<file path="config.mk">
export PLATFORM = sky130hd
export DESIGN_NAME = sdrv_spi_regs
export DESIGN_NICKNAME = d
export VERILOG_FILES = /design/src/hdl/sdrv_pkg.sv /design/src/hdl/sdrv_pin_sync.sv /design/src/hdl/sdrv_spi_regs.sv
export SDC_FILE = /design/constraint.sdc
export NUM_CORES = 1
export LEC_CHECK = 0
export BUFFER_PORTS_ARGS = -buffer_cell sky130_fd_sc_hd__buf_2
export CELL_PAD_IN_SITES_DETAIL_PLACEMENT = 1
export CELL_PAD_IN_SITES_GLOBAL_PLACEMENT = 1
export CORE_ASPECT_RATIO = 0.75
export CORE_UTILIZATION = 35
export CTS_CLUSTER_SIZE = 8
export DETAILED_ROUTE_END_ITERATION = 7
export GPL_TIMING_DRIVEN = 0
export PLACE_DENSITY = 0.7
export RECOVER_POWER = 25
export SLEW_MARGIN = 10
export SYNTH_ARGS = -nofsm -noshare
export SYNTH_HDL_FRONTEND = slang
export SYNTH_SLANG_ARGS = --single-unit
</file>
<file path="constraint.sdc">
create_clock -name clk_i -period 1.7 [get_ports clk_i]
set_input_delay 0.255 -clock clk_i [delete_from_list [all_inputs] [get_ports clk_i]]
set_output_delay 0.255 -clock clk_i [all_outputs]
set_load 0.03 [all_outputs]
</file>
<file path="src/hdl/sdrv_pkg.sv">
// Purpose: Shared constants for the stepper driver serial register bank
// Assumes: 20-bit command and response words, most significant bit first
// Notes:   Field constants give the low bit and the width of each multi-bit field, and the bit of each single-bit field
package sdrv_pkg;
   localparam int unsigned WORD_W = 20;
   localparam int unsigned SYNC_W = 3;
   // Synchroniser lanes
   localparam int unsigned LANE_SDI = 0, LANE_SCK = 1, LANE_CS = 2;
   // Address decode
   localparam int unsigned ADR2_LSB = 18, ADR3_LSB = 17;
   localparam logic [1:0] ADR_DRV_CTRL = 2'b00;
   localparam logic [2:0] ADR_CHOP = 3'b100;
   localparam logic [2:0] ADR_ACUR = 3'b101;
   localparam logic [2:0] ADR_LOAD = 3'b110;
   localparam logic [2:0] ADR_DCFG = 3'b111;
   localparam int unsigned CTRL_W = 18;
   // Driver control, direct coil current form
   localparam int unsigned COIL_A_POL_B = 17, COIL_A_MAG_LSB = 9, COIL_B_POL_B = 8;
   localparam int unsigned COIL_B_MAG_LSB = 0, MAG_W = 8;
   // Driver control, step interface form
   localparam int unsigned INTERP_B = 9, BOTH_EDGES_B = 8, RES_LSB = 0, RES_W = 4;
   // Chopper config
   localparam int unsigned BLANK_LSB = 15, BLANK_W = 2, CHOP_MODE_B = 14, RAND_OFF_B = 13;
   localparam int unsigned HYST_DEC_LSB = 11, HYST_DEC_W = 2, HYST_END_LSB = 7, HYST_END_W = 4;
   localparam int unsigned HYST_START_LSB = 4, HYST_START_W = 3;
   localparam int unsigned OFF_TIME_LSB = 0, OFF_TIME_W = 4;
   // Adaptive current config
   localparam int unsigned IMIN_B = 15, DN_LSB = 13, DN_W = 2, UTH_LSB = 8, UTH_W = 4;
   localparam int unsigned UP_LSB = 5, UP_W = 2, LTH_LSB = 0, LTH_W = 4;
   // Load detect config
   localparam int unsigned FILT_B = 16, THR_LSB = 8, THR_W = 7, CS_LSB = 0, CS_W = 5;
   // Driver config
   localparam int unsigned TEST_B = 16, HS_SLOPE_LSB = 14, LS_SLOPE_LSB = 12, SLOPE_W = 2;
   localparam int unsigned S2G_DIS_B = 10, SHORT_TMR_LSB = 8, SHORT_TMR_W = 2, STEP_OFF_B = 7;
   localparam int unsigned SENSE_SEL_B = 6, READ_SEL_LSB = 4, READ_SEL_W = 2;
   // Response formats
   localparam logic [1:0] RS_POSITION = 2'b00;
   localparam logic [1:0] RS_LOAD = 2'b01;
   localparam logic [1:0] RS_LOAD_LEVEL = 2'b10;
   localparam int unsigned RSP_HI_LSB = 10, RSP_HI_W = 10;
   localparam int unsigned RSP_LOADHI_LSB = 15, RSP_LOADHI_W = 5, LEVEL_W = 5;
   localparam int unsigned FLAGS_W = 8;
   localparam logic [WORD_W-1:0] WORD_ZERO = 20'h00000;
endpackage

</file>
<file path="src/hdl/sdrv_pin_sync.sv">
// Purpose: Two-flop synchronisers with edge pulses for the serial pins
// Assumes: Inputs are asynchronous to clk_i
// Notes:   First stage is read only by the second stage
`timescale 1ns/1ps
module sdrv_pin_sync #(
   parameter int unsigned N = 3
) (
   input  wire logic         clk_i,
   input  wire logic         rst_n_i,
   input  wire logic [N-1:0] async_i,
   output logic      [N-1:0] level_o,
   output logic      [N-1:0] rise_o,
   output logic      [N-1:0] fall_o
);
   logic [N-1:0] meta_q;
   logic [N-1:0] sync_q;
   logic [N-1:0] prev_q;

   for (genvar i = 0; i < N; i++) begin : g_lane
      always_ff @(posedge clk_i) begin
         if (!rst_n_i) begin
            meta_q[i] <= 1'b1;
            sync_q[i] <= 1'b1;
            prev_q[i] <= 1'b1;
         end else begin
            meta_q[i] <= async_i[i];
            sync_q[i] <= meta_q[i];
            prev_q[i] <= sync_q[i];
         end
      end
      assign level_o[i] = sync_q[i];
      assign rise_o[i]  = sync_q[i] & ~prev_q[i];
      assign fall_o[i]  = ~sync_q[i] & prev_q[i];
   end
endmodule

</file>
<file path="src/hdl/sdrv_spi_regs.sv">
// Purpose: Serial command decode and configuration storage of a stepper driver
// Assumes: Serial clock at most a quarter of clk_i; status inputs on clk_i
// Notes:   Registers are write-only; response word is chosen by read select
//
// Behaviour
// Every transaction with a mapped address is a write to one of five write-only registers.
// Top address bits select driver control or one of four config registers.
// Step interface off: driver control writes set both coil currents directly.
// Step interface on: driver control writes configure the step interface.
// Coil form: A polarity 17, A magnitude 16:9, B polarity 8, B magnitude 7:0.
// Step form: interpolation 9, both edges 8, resolution code 3:0.
// Chopper fields: blanking, mode, random off, hysteresis fields, off time.
// Adaptive current fields: minimum, decrement, upper, increment, lower threshold.
// Load detect fields: filter enable 16, threshold 14:8, current scale 4:0.
// Driver config: test, slopes, short controls, step off, sense, read select.
// Master writes fixed-zero bits as zero and fixed-one bits as one.
// Read select 01 returns load value; 10 returns load top and level.
// Read select 00 returns position in 19:10 and status flags in 7:0.
// Shifted word is committed only when chip select returns high.
// Only the last twenty bits before chip select rises are decoded.
// Command and response words travel most significant bit first.
// Undefined response bits are zero; registers hold until overwritten.
`timescale 1ns/1ps
module sdrv_spi_regs (
   input  wire logic                 clk_i,
   input  wire logic                 rst_n_i,
   input  wire logic                 sck_i,
   input  wire logic                 sdi_i,
   input  wire logic                 chip_select_low_n_i,
   output logic                      sdo_o,
   output logic                      sdo_oe_n_o,
   input  wire logic [9:0]           microstep_position_i,
   input  wire logic [9:0]           load_value_i,
   input  wire logic [4:0]           adaptive_current_level_i,
   input  wire logic                 standstill_flag_i,
   input  wire logic                 open_load_b_i,
   input  wire logic                 open_load_a_i,
   input  wire logic                 short_b_i,
   input  wire logic                 short_a_i,
   input  wire logic                 overtemp_warning_i,
   input  wire logic                 overtemp_shutdown_i,
   input  wire logic                 stall_flag_i,
   output logic                      coil_a_polarity_o,
   output logic [7:0]                coil_a_magnitude_o,
   output logic                      coil_b_polarity_o,
   output logic [7:0]                coil_b_magnitude_o,
   output logic                      step_interpolation_enable_o,
   output logic                      both_edges_active_o,
   output logic [3:0]                microstep_resolution_o,
   output logic [1:0]                blanking_time_o,
   output logic                      chopper_mode_o,
   output logic                      random_off_time_o,
   output logic [1:0]                hysteresis_decrement_o,
   output logic [3:0]                hysteresis_end_o,
   output logic [2:0]                hysteresis_start_o,
   output logic [3:0]                off_time_o,
   output logic                      minimum_current_select_o,
   output logic [1:0]                decrement_speed_o,
   output logic [3:0]                upper_threshold_o,
   output logic [1:0]                increment_speed_o,
   output logic [3:0]                lower_threshold_o,
   output logic                      load_filter_enable_o,
   output logic [6:0]                load_threshold_o,
   output logic [4:0]                current_scale_o,
   output logic                      test_bit_o,
   output logic [1:0]                high_side_slope_o,
   output logic [1:0]                low_side_slope_o,
   output logic                      short_to_ground_disable_o,
   output logic [1:0]                short_timer_o,
   output logic                      step_interface_off_o,
   output logic                      sense_voltage_select_o,
   output logic [1:0]                read_select_o
);
   localparam int unsigned W = sdrv_pkg::WORD_W;

   logic [sdrv_pkg::SYNC_W-1:0] pin_lvl;
   logic [sdrv_pkg::SYNC_W-1:0] pin_rise;
   logic [sdrv_pkg::SYNC_W-1:0] pin_fall;
   logic                        sdi_s;
   logic                        cs_act;
   logic                        cs_begin;
   logic                        cs_end;
   logic                        sck_up;
   logic                        sck_dn;
   logic [W-1:0]                shift_q;
   logic                        sdo_q;
   logic [sdrv_pkg::CTRL_W-1:0] coil_q;
   logic [sdrv_pkg::CTRL_W-1:0] step_q;
   logic [W-1:0]                chop_q;
   logic [W-1:0]                acur_q;
   logic [W-1:0]                load_q;
   logic [W-1:0]                dcfg_q;
   logic [W-1:0]                resp;
   logic [1:0]                  adr2;
   logic [2:0]                  adr3;
   logic                        sd_off;
   logic [1:0]                  read_sel;
   logic [sdrv_pkg::FLAGS_W-1:0] flags;

   sdrv_pin_sync #(
      .N (sdrv_pkg::SYNC_W)
   ) u_sync (
      .clk_i   (clk_i),
      .rst_n_i (rst_n_i),
      .async_i ({chip_select_low_n_i, sck_i, sdi_i}),
      .level_o (pin_lvl),
      .rise_o  (pin_rise),
      .fall_o  (pin_fall)
   );

   assign sdi_s    = pin_lvl[sdrv_pkg::LANE_SDI];
   assign cs_act   = ~pin_lvl[sdrv_pkg::LANE_CS];
   assign cs_begin = pin_fall[sdrv_pkg::LANE_CS];
   assign cs_end   = pin_rise[sdrv_pkg::LANE_CS];
   assign sck_up   = pin_rise[sdrv_pkg::LANE_SCK] & cs_act;
   assign sck_dn   = pin_fall[sdrv_pkg::LANE_SCK] & cs_act;
   assign adr2     = shift_q[W-1:sdrv_pkg::ADR2_LSB];
   assign adr3     = shift_q[W-1:sdrv_pkg::ADR3_LSB];
   assign sd_off   = dcfg_q[sdrv_pkg::STEP_OFF_B];
   assign read_sel = dcfg_q[sdrv_pkg::READ_SEL_LSB +: sdrv_pkg::READ_SEL_W];
   assign flags    = {standstill_flag_i, open_load_b_i, open_load_a_i, short_b_i,
                      short_a_i, overtemp_warning_i, overtemp_shutdown_i, stall_flag_i};

   // Response format select
   always_comb begin
      resp = sdrv_pkg::WORD_ZERO;
      case (read_sel)
         sdrv_pkg::RS_POSITION: begin
            // Position and flags
            resp[sdrv_pkg::RSP_HI_LSB +: sdrv_pkg::RSP_HI_W] = microstep_position_i;
            resp[sdrv_pkg::FLAGS_W-1:0] = flags;
         end
         sdrv_pkg::RS_LOAD: begin
            resp[sdrv_pkg::RSP_HI_LSB +: sdrv_pkg::RSP_HI_W] = load_value_i;
         end
         sdrv_pkg::RS_LOAD_LEVEL: begin
            resp[sdrv_pkg::RSP_LOADHI_LSB +: sdrv_pkg::RSP_LOADHI_W] =
               load_value_i[sdrv_pkg::RSP_HI_W-1 -: sdrv_pkg::RSP_LOADHI_W];
            resp[sdrv_pkg::RSP_HI_LSB +: sdrv_pkg::LEVEL_W] = adaptive_current_level_i;
         end
         // Undefined format reads zero
         default: resp = sdrv_pkg::WORD_ZERO;
      endcase
   end

   // Shift register, MSB first
   always_ff @(posedge clk_i) begin
      if (!rst_n_i) begin
         shift_q <= sdrv_pkg::WORD_ZERO;
      end else if (cs_begin) begin
         shift_q <= resp;
      end else if (sck_up) begin
         // Older bits fall off the top
         shift_q <= {shift_q[W-2:0], sdi_s};
      end
   end

   // Serial output updated after falling clock
   always_ff @(posedge clk_i) begin
      if (!rst_n_i) begin
         sdo_q <= 1'b0;
      end else if (cs_begin) begin
         sdo_q <= resp[W-1];
      end else if (sck_dn) begin
         sdo_q <= shift_q[W-1];
      end
   end

   assign sdo_o      = sdo_q;
   assign sdo_oe_n_o = ~cs_act;

   // Commit on chip select release
   // Address decode to write-only storage
   always_ff @(posedge clk_i) begin
      if (!rst_n_i) begin
         coil_q <= '0;
         step_q <= '0;
      end else if (cs_end && adr2 == sdrv_pkg::ADR_DRV_CTRL) begin
         // Direct coil form
         if (sd_off) begin
            coil_q <= shift_q[sdrv_pkg::CTRL_W-1:0];
         // Step interface form
         end else begin
            step_q <= shift_q[sdrv_pkg::CTRL_W-1:0];
         end
      end
   end

   // Config register select
   always_ff @(posedge clk_i) begin
      if (!rst_n_i) begin
         chop_q <= sdrv_pkg::WORD_ZERO;
         acur_q <= sdrv_pkg::WORD_ZERO;
         load_q <= sdrv_pkg::WORD_ZERO;
         dcfg_q <= sdrv_pkg::WORD_ZERO;
      end else if (cs_end) begin
         case (adr3)
            sdrv_pkg::ADR_CHOP: chop_q <= shift_q;
            sdrv_pkg::ADR_ACUR: acur_q <= shift_q;
            sdrv_pkg::ADR_LOAD: load_q <= shift_q;
            sdrv_pkg::ADR_DCFG: dcfg_q <= shift_q;
            default: ;
         endcase
      end
   end

   // Coil current fields
   assign coil_a_polarity_o  = coil_q[sdrv_pkg::COIL_A_POL_B];
   assign coil_a_magnitude_o = coil_q[sdrv_pkg::COIL_A_MAG_LSB +: sdrv_pkg::MAG_W];
   assign coil_b_polarity_o  = coil_q[sdrv_pkg::COIL_B_POL_B];
   assign coil_b_magnitude_o = coil_q[sdrv_pkg::COIL_B_MAG_LSB +: sdrv_pkg::MAG_W];
   // Step interface fields
   assign step_interpolation_enable_o = step_q[sdrv_pkg::INTERP_B];
   assign both_edges_active_o         = step_q[sdrv_pkg::BOTH_EDGES_B];
   assign microstep_resolution_o      = step_q[sdrv_pkg::RES_LSB +: sdrv_pkg::RES_W];
   // Chopper fields
   assign blanking_time_o        = chop_q[sdrv_pkg::BLANK_LSB +: sdrv_pkg::BLANK_W];
   assign chopper_mode_o         = chop_q[sdrv_pkg::CHOP_MODE_B];
   assign random_off_time_o      = chop_q[sdrv_pkg::RAND_OFF_B];
   assign hysteresis_decrement_o = chop_q[sdrv_pkg::HYST_DEC_LSB +: sdrv_pkg::HYST_DEC_W];
   assign hysteresis_end_o       = chop_q[sdrv_pkg::HYST_END_LSB +: sdrv_pkg::HYST_END_W];
   assign hysteresis_start_o     = chop_q[sdrv_pkg::HYST_START_LSB +: sdrv_pkg::HYST_START_W];
   assign off_time_o             = chop_q[sdrv_pkg::OFF_TIME_LSB +: sdrv_pkg::OFF_TIME_W];
   // Adaptive current fields
   assign minimum_current_select_o = acur_q[sdrv_pkg::IMIN_B];
   assign decrement_speed_o        = acur_q[sdrv_pkg::DN_LSB +: sdrv_pkg::DN_W];
   assign upper_threshold_o        = acur_q[sdrv_pkg::UTH_LSB +: sdrv_pkg::UTH_W];
   assign increment_speed_o        = acur_q[sdrv_pkg::UP_LSB +: sdrv_pkg::UP_W];
   assign lower_threshold_o        = acur_q[sdrv_pkg::LTH_LSB +: sdrv_pkg::LTH_W];
   // Load detect fields
   assign load_filter_enable_o = load_q[sdrv_pkg::FILT_B];
   assign load_threshold_o     = load_q[sdrv_pkg::THR_LSB +: sdrv_pkg::THR_W];
   assign current_scale_o      = load_q[sdrv_pkg::CS_LSB +: sdrv_pkg::CS_W];
   // Driver config fields
   assign test_bit_o                = dcfg_q[sdrv_pkg::TEST_B];
   assign high_side_slope_o         = dcfg_q[sdrv_pkg::HS_SLOPE_LSB +: sdrv_pkg::SLOPE_W];
   assign low_side_slope_o          = dcfg_q[sdrv_pkg::LS_SLOPE_LSB +: sdrv_pkg::SLOPE_W];
   assign short_to_ground_disable_o = dcfg_q[sdrv_pkg::S2G_DIS_B];
   assign short_timer_o             = dcfg_q[sdrv_pkg::SHORT_TMR_LSB +: sdrv_pkg::SHORT_TMR_W];
   assign step_interface_off_o      = sd_off;
   assign sense_voltage_select_o    = dcfg_q[sdrv_pkg::SENSE_SEL_B];
   assign read_select_o             = read_sel;

   a_coil_write: assert property (@(posedge clk_i) disable iff (!rst_n_i)
      cs_end && adr2 == 2'b00 && sd_off |=> coil_q == $past(shift_q[17:0]) && $stable(step_q))
      else $error("coil write not taken");
   a_step_write: assert property (@(posedge clk_i) disable iff (!rst_n_i)
      cs_end && adr2 == 2'b00 && !sd_off |=> step_q == $past(shift_q[17:0]) && $stable(coil_q))
      else $error("step form write not taken");
   a_chop_select: assert property (@(posedge clk_i) disable iff (!rst_n_i)
      cs_end && adr3 == 3'b100 |=> chop_q == $past(shift_q) && $stable(acur_q)
      && $stable(load_q) && $stable(dcfg_q))
      else $error("chopper select wrong");
   a_hold_midframe: assert property (@(posedge clk_i) disable iff (!rst_n_i)
      !cs_end |=> $stable(chop_q) && $stable(acur_q) && $stable(load_q)
      && $stable(dcfg_q) && $stable(coil_q) && $stable(step_q))
      else $error("register changed outside commit");
   a_bad_addr: assert property (@(posedge clk_i) disable iff (!rst_n_i)
      cs_end && adr2 == 2'b01 |=> $stable(coil_q) && $stable(step_q))
      else $error("unmapped address wrote driver control");
   a_shift_msb: assert property (@(posedge clk_i) disable iff (!rst_n_i)
      sck_up && !cs_begin |=> shift_q[0] == $past(sdi_s)
      && shift_q[19:1] == $past(shift_q[18:0]))
      else $error("shift order wrong");
   a_resp_load: assert property (@(posedge clk_i) disable iff (!rst_n_i)
      cs_begin && read_sel == 2'b10 |=> shift_q[19:15] == $past(load_value_i[9:5])
      && shift_q[14:10] == $past(adaptive_current_level_i) && shift_q[9:0] == 10'h000)
      else $error("load level response wrong");
   a_resp_status: assert property (@(posedge clk_i) disable iff (!rst_n_i)
      cs_begin && read_sel == 2'b00 |=> shift_q[7:0] == $past(flags)
      && shift_q[9:8] == 2'b00 && shift_q[19:10] == $past(microstep_position_i))
      else $error("status response wrong");
   a_resp_zero: assert property (@(posedge clk_i) disable iff (!rst_n_i)
      cs_begin && read_sel == 2'b11 |=> shift_q == 20'h00000 && sdo_q == 1'b0)
      else $error("undefined response not zero");
   a_sdo_first: assert property (@(posedge clk_i) disable iff (!rst_n_i)
      cs_begin ##1 (cs_act && !sck_dn && !sck_up)[*2] |-> sdo_q == shift_q[19])
      else $error("first response bit not on output");
endmodule

</file>
==> impl_metrics.prom, run 1 <==
# TYPE chip_impl_metric gauge
chip_impl_info{name="outcome",value="finished clean"} 1
chip_impl_metric{name="clock_latency",unit="ns"} 0.34
chip_impl_metric{name="synth-seq-area-share",unit="%"} 50.2
chip_impl_info{name="clock-root-buffer",value="sky130_fd_sc_hd__clkbuf_16"} 1
chip_impl_metric{name="numPortBuffers",unit=""} 117
chip_impl_metric{name="path_depth",unit=""} 7
chip_impl_metric{name="cts_htree_levels",unit=""} 3
chip_impl_metric{name="postSynthAreaPerCell",unit="µm²"} 9.97
chip_impl_metric{name="globalplace.congestion",unit=""} 0.823
chip_impl_metric{name="core.rowCount",unit=""} 34
chip_impl_info{name="post-synth-top-area-cell",value="sky130_fd_sc_hd__dfxtp_1"} 1
chip_impl_metric{name="max-slew-margin-rel",unit="%"} 54.7
chip_impl_info{name="crit_path_end_kind",value="register"} 1
chip_impl_metric{name="area_delta_synth_final",unit="%"} 25.2
chip_impl_metric{name="antenna_left",unit=""} 0
chip_impl_info{name="worst-setup-path-type",value="register to register"} 1
chip_impl_metric{name="detailedRoute.firstPassIterationCount",unit=""} 4
chip_impl_info{name="startpoint_type",value="register"} 1
chip_impl_metric{name="postSynthCellCount",unit=""} 432
chip_impl_info{name="worst_hold_path_type",value="input port to register"} 1
chip_impl_metric{name="hpwl",unit="µm"} 9760
chip_impl_metric{name="grt_max_degree",unit=""} 19
chip_impl_metric{name="post-route-drc-count",unit=""} 0
chip_impl_metric{name="critPathBufInv",unit=""} 3
chip_impl_metric{name="cts.hold.buffers_added",unit=""} 0
chip_impl_info{name="timing.critical_path.max_delay_family",value="buffers and inverters"} 1
chip_impl_metric{name="power-per-cell-area",unit="nW/µm²"} 913
chip_impl_metric{name="period_minus_slack",unit="ns"} 1.59
chip_impl_metric{name="die_height",unit="µm"} 98.1
chip_impl_info{name="worst_path_max_delay_cell",value="sky130_fd_sc_hd__dfxtp_1"} 1
chip_impl_info{name="ys.flop_type",value="sky130_fd_sc_hd__dfxtp_1"} 1
chip_impl_metric{name="setup.reg_to_reg.worst_slack",unit="ns"} 0.11
chip_impl_metric{name="netlist-cell-type-count",unit=""} 33
chip_impl_metric{name="die_width",unit="µm"} 130
chip_impl_metric{name="globalRouteTotalUtil",unit="%"} 20.7
chip_impl_metric{name="fin_setup_tns",unit="ns"} 0
chip_impl_metric{name="ctsLongestPathBuffers",unit=""} 2
chip_impl_metric{name="num-nets-final",unit=""} 600
chip_impl_metric{name="timing.final.crit_share",unit="%"} 93.3
chip_impl_metric{name="routed_wire_length_per_instance",unit="µm"} 17.7
chip_impl_metric{name="ioPinCount",unit=""} 119
chip_impl_metric{name="highest_ir_drop_seen_on_vdd",unit="µV"} 538
chip_impl_metric{name="antenna_cells_inserted",unit=""} 0
chip_impl_metric{name="synth.ff_latch_count",unit=""} 108
chip_impl_info{name="synth_top_cells_by_area",value="sky130_fd_sc_hd__dfxtp_1 50%, sky130_fd_sc_hd__mux2i_1 11%, sky130_fd_sc_hd__nor2b_1 4.6%, sky130_fd_sc_hd__nand3_1 4.5%, sky130_fd_sc_hd__nand2_1 4.1%"} 1
chip_impl_metric{name="whs",unit="ns"} 0.0889
chip_impl_metric{name="worstMarginPinSlew",unit="ns"} 0.680
chip_impl_metric{name="wl",unit="µm"} 12900
chip_impl_metric{name="first_global_vias",unit=""} 3783
chip_impl_metric{name="clock.fmax",unit="MHz"} 631
chip_impl_metric{name="reg2reg_depth",unit=""} 7
chip_impl_metric{name="detail_route.iter0.violations",unit=""} 246
chip_impl_metric{name="worst_setup_hold_path_clk_slew",unit="ns"} 0.07
chip_impl_metric{name="finalSetupViolations",unit=""} 0
chip_impl_metric{name="placeableCoreArea",unit="µm²"} 11800
chip_impl_metric{name="hold_fails_final_rpt",unit=""} 0
chip_impl_metric{name="vias",unit=""} 3653
chip_impl_info{name="tritoncts",value="yes"} 1
chip_impl_metric{name="die_area",unit="µm²"} 12800
chip_impl_metric{name="number_of_synthesized_flops_with_an_enable_pin",unit=""} 0
chip_impl_metric{name="synthDominantCellAreaShare",unit="%"} 50.2
chip_impl_metric{name="whs_path_depth",unit=""} 2
chip_impl_info{name="rsz_0062_raised_after_global_routing",value="yes"} 1
chip_impl_info{name="path_common_cell",value="sky130_fd_sc_hd__buf_4"} 1
chip_impl_metric{name="timing.clock.skew",unit="ns"} 0.0103
chip_impl_metric{name="grt-ovfl-total",unit=""} 0
chip_impl_metric{name="async_flop_share",unit="%"} 0
chip_impl_metric{name="cts_inserted_buffers",unit=""} 9
chip_impl_metric{name="signal_arrival_time_at_the_worst_endpoint",unit="ns"} 1.82
chip_impl_metric{name="antenna_violations_before_repair",unit=""} 0
chip_impl_metric{name="share_of_final_layout_standard_cells_stronger_than_drive_strength_1",unit="%"} 25.4
chip_impl_metric{name="clock_sink_count",unit=""} 108
chip_impl_metric{name="vias_per_cell",unit=""} 5.01
chip_impl_metric{name="leakage_dissipation",unit="nW"} 2.23
chip_impl_metric{name="drv.max_cap_violation_count",unit=""} 0
chip_impl_info{name="critical_path.cell_chain",value="buf_4 -> nor4b_4 -> buf_4 -> nand2_4 -> buf_6 -> mux2i_1 -> nor2b_1"} 1
chip_impl_metric{name="critical_path_peak_fanout",unit=""} 10
chip_impl_metric{name="cp_data_required_time",unit="ns"} 1.93
chip_impl_metric{name="syn_nets",unit=""} 470
chip_impl_metric{name="maxSlewViolCount",unit=""} 0
chip_impl_metric{name="initial_cell_density_of_the_core",unit="%"} 36.5
chip_impl_metric{name="first_pass_grt_wire_length",unit="µm"} 20100
chip_impl_metric{name="ys_warn_count",unit=""} 0
chip_impl_metric{name="syn-cell-area",unit="µm²"} 4310
chip_impl_metric{name="max_stage_delay",unit="ns"} 0.34
## layout make-up
cell class / instances / area [µm²]
repair buffers: 119 / 553
plain buffers: 33 / 229
clock buffers: 9 / 225
multi-input cells: 290 / 1940
inverters: 1 / 3.75
fillers: 1414 / 6390
well taps: 162 / 203
flip-flops and latches: 108 / 2160
clock inverters: 7 / 73.8
## where the power goes
part	internal [mW]	switching (mW)
combinational	0.0927	0.134
clock	1.15	0.966
sequential	2.55	0.0282
total	3.80	1.13
## registers in the layout, summed over array words and instances (netlist names), 2 cells and up
register,count
acur_q,13
chop_q,17
coil_q,18
dcfg_q,12
load_q,13
shift_q,20
step_q,6
u_sync.level_o,3
u_sync.meta_q,3
u_sync.prev_q,2
## Yosys cell counts, types with 5 or more instances
cell type and instances:
sky130_fd_sc_hd__buf_2 6, sky130_fd_sc_hd__buf_6 5, sky130_fd_sc_hd__nor2b_1 32, sky130_fd_sc_hd__nand2b_1 11
sky130_fd_sc_hd__o21ai_1 17, sky130_fd_sc_hd__mux2i_1 49, sky130_fd_sc_hd__nor2_1 5, sky130_fd_sc_hd__clkbuf_1 13
sky130_fd_sc_hd__a21boi_1 9, sky130_fd_sc_hd__nand3_2 7, sky130_fd_sc_hd__a22oi_1 9, sky130_fd_sc_hd__nand3_1 39
sky130_fd_sc_hd__nand2_1 47, sky130_fd_sc_hd__nand3b_1 6, sky130_fd_sc_hd__o21ai_0 24, sky130_fd_sc_hd__dfxtp_1 108
sky130_fd_sc_hd__o21ai_2 13, sky130_fd_sc_hd__a222oi_1 7
## placed cells by master, fill, tap and decap left out, drive strengths merged
| cell | synthesis | final |
|---|---|---|
| a21boi | 10 | 10 |
| a21o | 1 | 1 |
| a21oi | 3 | 3 |
| a222oi | 7 | 7 |
| a22oi | 9 | 9 |
| a31oi | 1 | 1 |
| buf | 20 | 100 |
| bufinv | 0 | 1 |
| clkbuf | 13 | 61 |
| clkinv | 0 | 3 |
| clkinvlp | 0 | 1 |
| dfxtp | 108 | 108 |
| inv | 1 | 3 |
| mux2i | 49 | 49 |
| nand2 | 48 | 48 |
| nand2b | 11 | 11 |
| nand3 | 46 | 46 |
| nand3b | 7 | 7 |
| nand4 | 2 | 2 |
| nor2 | 5 | 5 |
| nor2b | 32 | 32 |
| nor3 | 2 | 2 |
| nor4b | 1 | 1 |
| o21ai | 54 | 54 |
| or3 | 1 | 1 |
| or3b | 1 | 1 |
## final timing paths
path                           startpoint                            to
max          u_sync.level_o[2]$_SDFF_PN1_        coil_q[9]$_SDFFE_PN0P_
min                   chip_select_low_n_i   u_sync.meta_q[2]$_SDFF_PN1_
max reg2reg  u_sync.level_o[2]$_SDFF_PN1_        coil_q[9]$_SDFFE_PN0P_
min reg2reg   u_sync.meta_q[2]$_SDFF_PN1_  u_sync.level_o[2]$_SDFF_PN1_
## routing by layer
layer / wire length (µm) / up-vias / GRT usage, %
met5: 0 / - / 0
met3: 755 / 2 / 4.05
met4: 39 / 0 / 4.92
li1: - / 1784 / -
met2: 5710 / 103 / 33.0
met1: 6440 / 1764 / 28.7
## cell families after synthesis
family                 count (synthesis)  share of synthesized area [%]
flip-flops                           108                           50.2
buffers and inverters                 34                           5.03
AND/OR/NAND/NOR                      156                           20.4
AO/OA/AOI/OAI                         85                           13.0
multiplexers                          49                           11.4
## timing repair
item | CTS | global route
endpoints found under the setup margin | 4 | 25
hold endpoints to repair | 0 | 0
pin swaps | 0 | 1
buffers inserted | 0 | 2
resized for setup | 2 | 15
## stage by stage
step           total power [mW]  utilization (%)  cells  setup slack [ns]  cell area [µm²]
3_3_place_gp               2.85             43.2    711           -0.0606             5090
4_1_cts                    4.97             45.8    727            0.0241             5400
2_1_floorplan              2.76                -    432            0.0443             4310
5_1_grt                    5.08             45.8    729           -0.0152             5390
3_5_place_dp               2.86             43.2    711            -0.121             5090
6_report                   4.92             45.8    729             0.115             5390
## worst reg2reg max path, delay by kind of cell (launching register included)
| kind | cells | cell delay (ns) |
|---|---|---|
| muxes | 1 | 0.16 |
| and+or+nand+nor | 3 | 0.41 |
| buffers and inverters | 3 | 0.56 |
| DFF | 1 | 0.34 |
Note: power is estimated with default switching activity, not from simulation.
==> run 2, diff against run 1 <==
--- a/config.mk
+++ b/config.mk
@@ -13,7 +13,7 @@
 export CTS_CLUSTER_SIZE = 8
 export DETAILED_ROUTE_END_ITERATION = 7
 export GPL_TIMING_DRIVEN = 0
-export PLACE_DENSITY = 0.7
+export PLACE_DENSITY = 0.78
 export RECOVER_POWER = 25
 export SLEW_MARGIN = 10
 export SYNTH_ARGS = -nofsm -noshare
==> impl_metrics.prom, run 2 (synthesis gave the netlist of run 1 again) <==
# TYPE chip_impl_metric gauge
chip_impl_metric{name="initial_cell_density_of_the_core",unit="%"} 36.5
chip_impl_metric{name="clock.fmax",unit="MHz"} 619
chip_impl_metric{name="grt_max_degree",unit=""} 16
chip_impl_metric{name="cp_data_required_time",unit="ns"} 1.94
chip_impl_metric{name="die_area",unit="µm²"} 12800
chip_impl_metric{name="die_height",unit="µm"} 98.1
chip_impl_metric{name="grt-ovfl-total",unit=""} 0
chip_impl_metric{name="maxSlewViolCount",unit=""} 0
chip_impl_metric{name="antenna_left",unit=""} 0
chip_impl_metric{name="place_inst",unit=""} 711
chip_impl_metric{name="grtUsageMet1",unit="%"} 27.5
chip_impl_metric{name="placeableCoreArea",unit="µm²"} 11800
chip_impl_metric{name="first_global_vias",unit=""} 3898
chip_impl_info{name="startpoint_type",value="register"} 1
chip_impl_info{name="largest-register",value="shift_q"} 1
chip_impl_metric{name="leakage_dissipation",unit="nW"} 2.22
chip_impl_info{name="worst-setup-path-type",value="register to register"} 1
chip_impl_metric{name="ioPinCount",unit=""} 119
chip_impl_metric{name="numPortBuffers",unit=""} 117
chip_impl_metric{name="wl",unit="µm"} 13700
chip_impl_metric{name="globalplace.congestion",unit=""} 0.844
chip_impl_metric{name="post-route-drc-count",unit=""} 0
chip_impl_metric{name="worstMarginPinSlew",unit="ns"} 0.669
chip_impl_info{name="layout_top_registers",value="shift_q (20), coil_q (18), chop_q (17)"} 1
chip_impl_info{name="layout.cells.most_common",value="sky130_fd_sc_hd__dfxtp_1"} 1
chip_impl_metric{name="antenna_violations_before_repair",unit=""} 0
chip_impl_info{name="tritoncts",value="yes"} 1
chip_impl_metric{name="hold_fails_final_rpt",unit=""} 0
chip_impl_metric{name="grt_use_met2",unit="%"} 36.9
chip_impl_metric{name="num-nets-final",unit=""} 602
chip_impl_metric{name="setup.reg_to_reg.worst_slack",unit="ns"} 0.08
chip_impl_metric{name="final_instance_count_excl_fillers",unit=""} 728
chip_impl_info{name="layout.cells.most_common_list",value="106 x sky130_fd_sc_hd__dfxtp_1, 81 x sky130_fd_sc_hd__buf_2, 50 x sky130_fd_sc_hd__clkbuf_1"} 1
chip_impl_info{name="crit_path_end_kind",value="register"} 1
chip_impl_metric{name="post-route-worst-setup-slack",unit="ns"} 0.0837
chip_impl_metric{name="ctsLongestPathBuffers",unit=""} 2
chip_impl_metric{name="core.rowCount",unit=""} 34
chip_impl_info{name="worst_hold_path_type",value="input port to register"} 1
chip_impl_metric{name="vias_per_cell",unit=""} 5.18
chip_impl_metric{name="highest_ir_drop_seen_on_vdd",unit="µV"} 474
chip_impl_metric{name="cts_htree_levels",unit=""} 3
chip_impl_metric{name="cts.hold.buffers_added",unit=""} 0
chip_impl_metric{name="post-route-util",unit="%"} 45.8
chip_impl_metric{name="max_ffs_per_register",unit=""} 20
chip_impl_metric{name="antenna_cells_inserted",unit=""} 0
chip_impl_metric{name="finalSetupViolations",unit=""} 0
chip_impl_metric{name="detail_route.iter0.violations",unit=""} 194
chip_impl_metric{name="die_width",unit="µm"} 130
chip_impl_metric{name="share_of_final_layout_standard_cells_stronger_than_drive_strength_1",unit="%"} 25.3
chip_impl_metric{name="place_worst_setup_slack",unit="ns"} -0.201
chip_impl_metric{name="area_delta_synth_final",unit="%"} 25.3
chip_impl_metric{name="power-per-cell-area",unit="nW/µm²"} 908
chip_impl_info{name="outcome",value="finished clean"} 1
chip_impl_metric{name="grtUsageMet3",unit="%"} 6.03
chip_impl_metric{name="detailedRoute.firstPassIterationCount",unit=""} 5
chip_impl_metric{name="signal_arrival_time_at_the_worst_endpoint",unit="ns"} 1.86
chip_impl_metric{name="worst_setup_hold_path_clk_slew",unit="ns"} 0.07
chip_impl_metric{name="critical_path_peak_fanout",unit=""} 10
chip_impl_metric{name="period_minus_slack",unit="ns"} 1.62
chip_impl_metric{name="first_pass_grt_wire_length",unit="µm"} 20800
chip_impl_metric{name="cts_inserted_buffers",unit=""} 9
chip_impl_metric{name="timing.final.crit_share",unit="%"} 95.1
chip_impl_metric{name="routed_wire_length_per_instance",unit="µm"} 18.9
chip_impl_metric{name="vias",unit=""} 3772
chip_impl_metric{name="hpwl",unit="µm"} 10400
chip_impl_metric{name="globalRouteTotalUtil",unit="%"} 21.8
chip_impl_metric{name="timing.clock.skew",unit="ns"} 0.00641
chip_impl_info{name="global_routing_s_busiest_layer",value="met2"} 1
chip_impl_metric{name="drv.max_cap_violation_count",unit=""} 0
chip_impl_metric{name="max-slew-margin-rel",unit="%"} 55.4
chip_impl_metric{name="clock_sink_count",unit=""} 108
chip_impl_info{name="clock-root-buffer",value="sky130_fd_sc_hd__clkbuf_16"} 1
chip_impl_metric{name="clock_latency",unit="ns"} 0.36
## run 2: cell types whose count changed in the layout (fill, tap and decap cells not counted), sizes merged
cell	previous run	this run
clkbuf	61	64
clkinv	3	0
inv	3	1
buf	100	101
## run 2: power by group
group | internal [mW] | switching [mW]
logic | 0.0925 | 0.137
clock network | 1.16 | 0.927
registers | 2.55 | 0.0276
## run 2: path summary, 6_finish.rpt
path,from,end,cells past startpoint
worst max-delay path,u_sync.prev_q[2]$_SDFF_PN1_,chop_q[4]$_SDFFE_PN0P_,6
worst min-delay path,sck_i,u_sync.meta_q[1]$_SDFF_PN1_,2
worst max register to register,u_sync.prev_q[2]$_SDFF_PN1_,chop_q[4]$_SDFFE_PN0P_,6
worst min register to register,u_sync.meta_q[1]$_SDFF_PN1_,u_sync.level_o[1]$_SDFF_PN1_,1
## run 2: area by class of cell
type	instances	area, µm²
well taps	162	203
clock buffers	11	243
flip-flops and latches	108	2160
fillers	1411	6390
inverters	1	3.75
multi-input cells	290	1940
plain buffers	33	236
clock inverters	2	37.5
repair buffers	121	567
## run 2: timing repair
item                                    4_1_cts  5_1_grt
setup buffers                                 0        4
endpoints found under the setup margin        9       18
resized for setup                             4       13
pin swaps                                     0        1
## run 2: metrics by stage
step / setup TNS, ns / power (mW) / hold slack [ns] / area (µm²)
CTS: -0.0138 / 4.91 / 0.0815 / 5380
global route: -0.00416 / 5.02 / 0.0902 / 5400
finish: 0 / 4.90 / 0.0809 / 5400
floorplan: 0 / 2.76 / 0.356 / 4310
global placement: -0.124 / 2.85 / 0.389 / 5090
detailed placement: -0.303 / 2.86 / 0.397 / 5090
## run 2: routing by layer
metal / vias to the layer above / share of wire, %
met1: 1838 / 45
met2: 139 / 48
met5: - / 0
met3: 10 / 6.2
met4: 0 / 0.74
li1: 1785 / -
## run 2: worst max-delay path, stage by stage (launching register included)
cell and delay (ns):
sky130_fd_sc_hd__dfxtp_1 0.40, sky130_fd_sc_hd__nand3b_4 0.20, sky130_fd_sc_hd__or3_1 0.33, sky130_fd_sc_hd__buf_2 0.19, sky130_fd_sc_hd__buf_6 0.16, sky130_fd_sc_hd__nand3_1 0.12, sky130_fd_sc_hd__o21ai_1 0.10
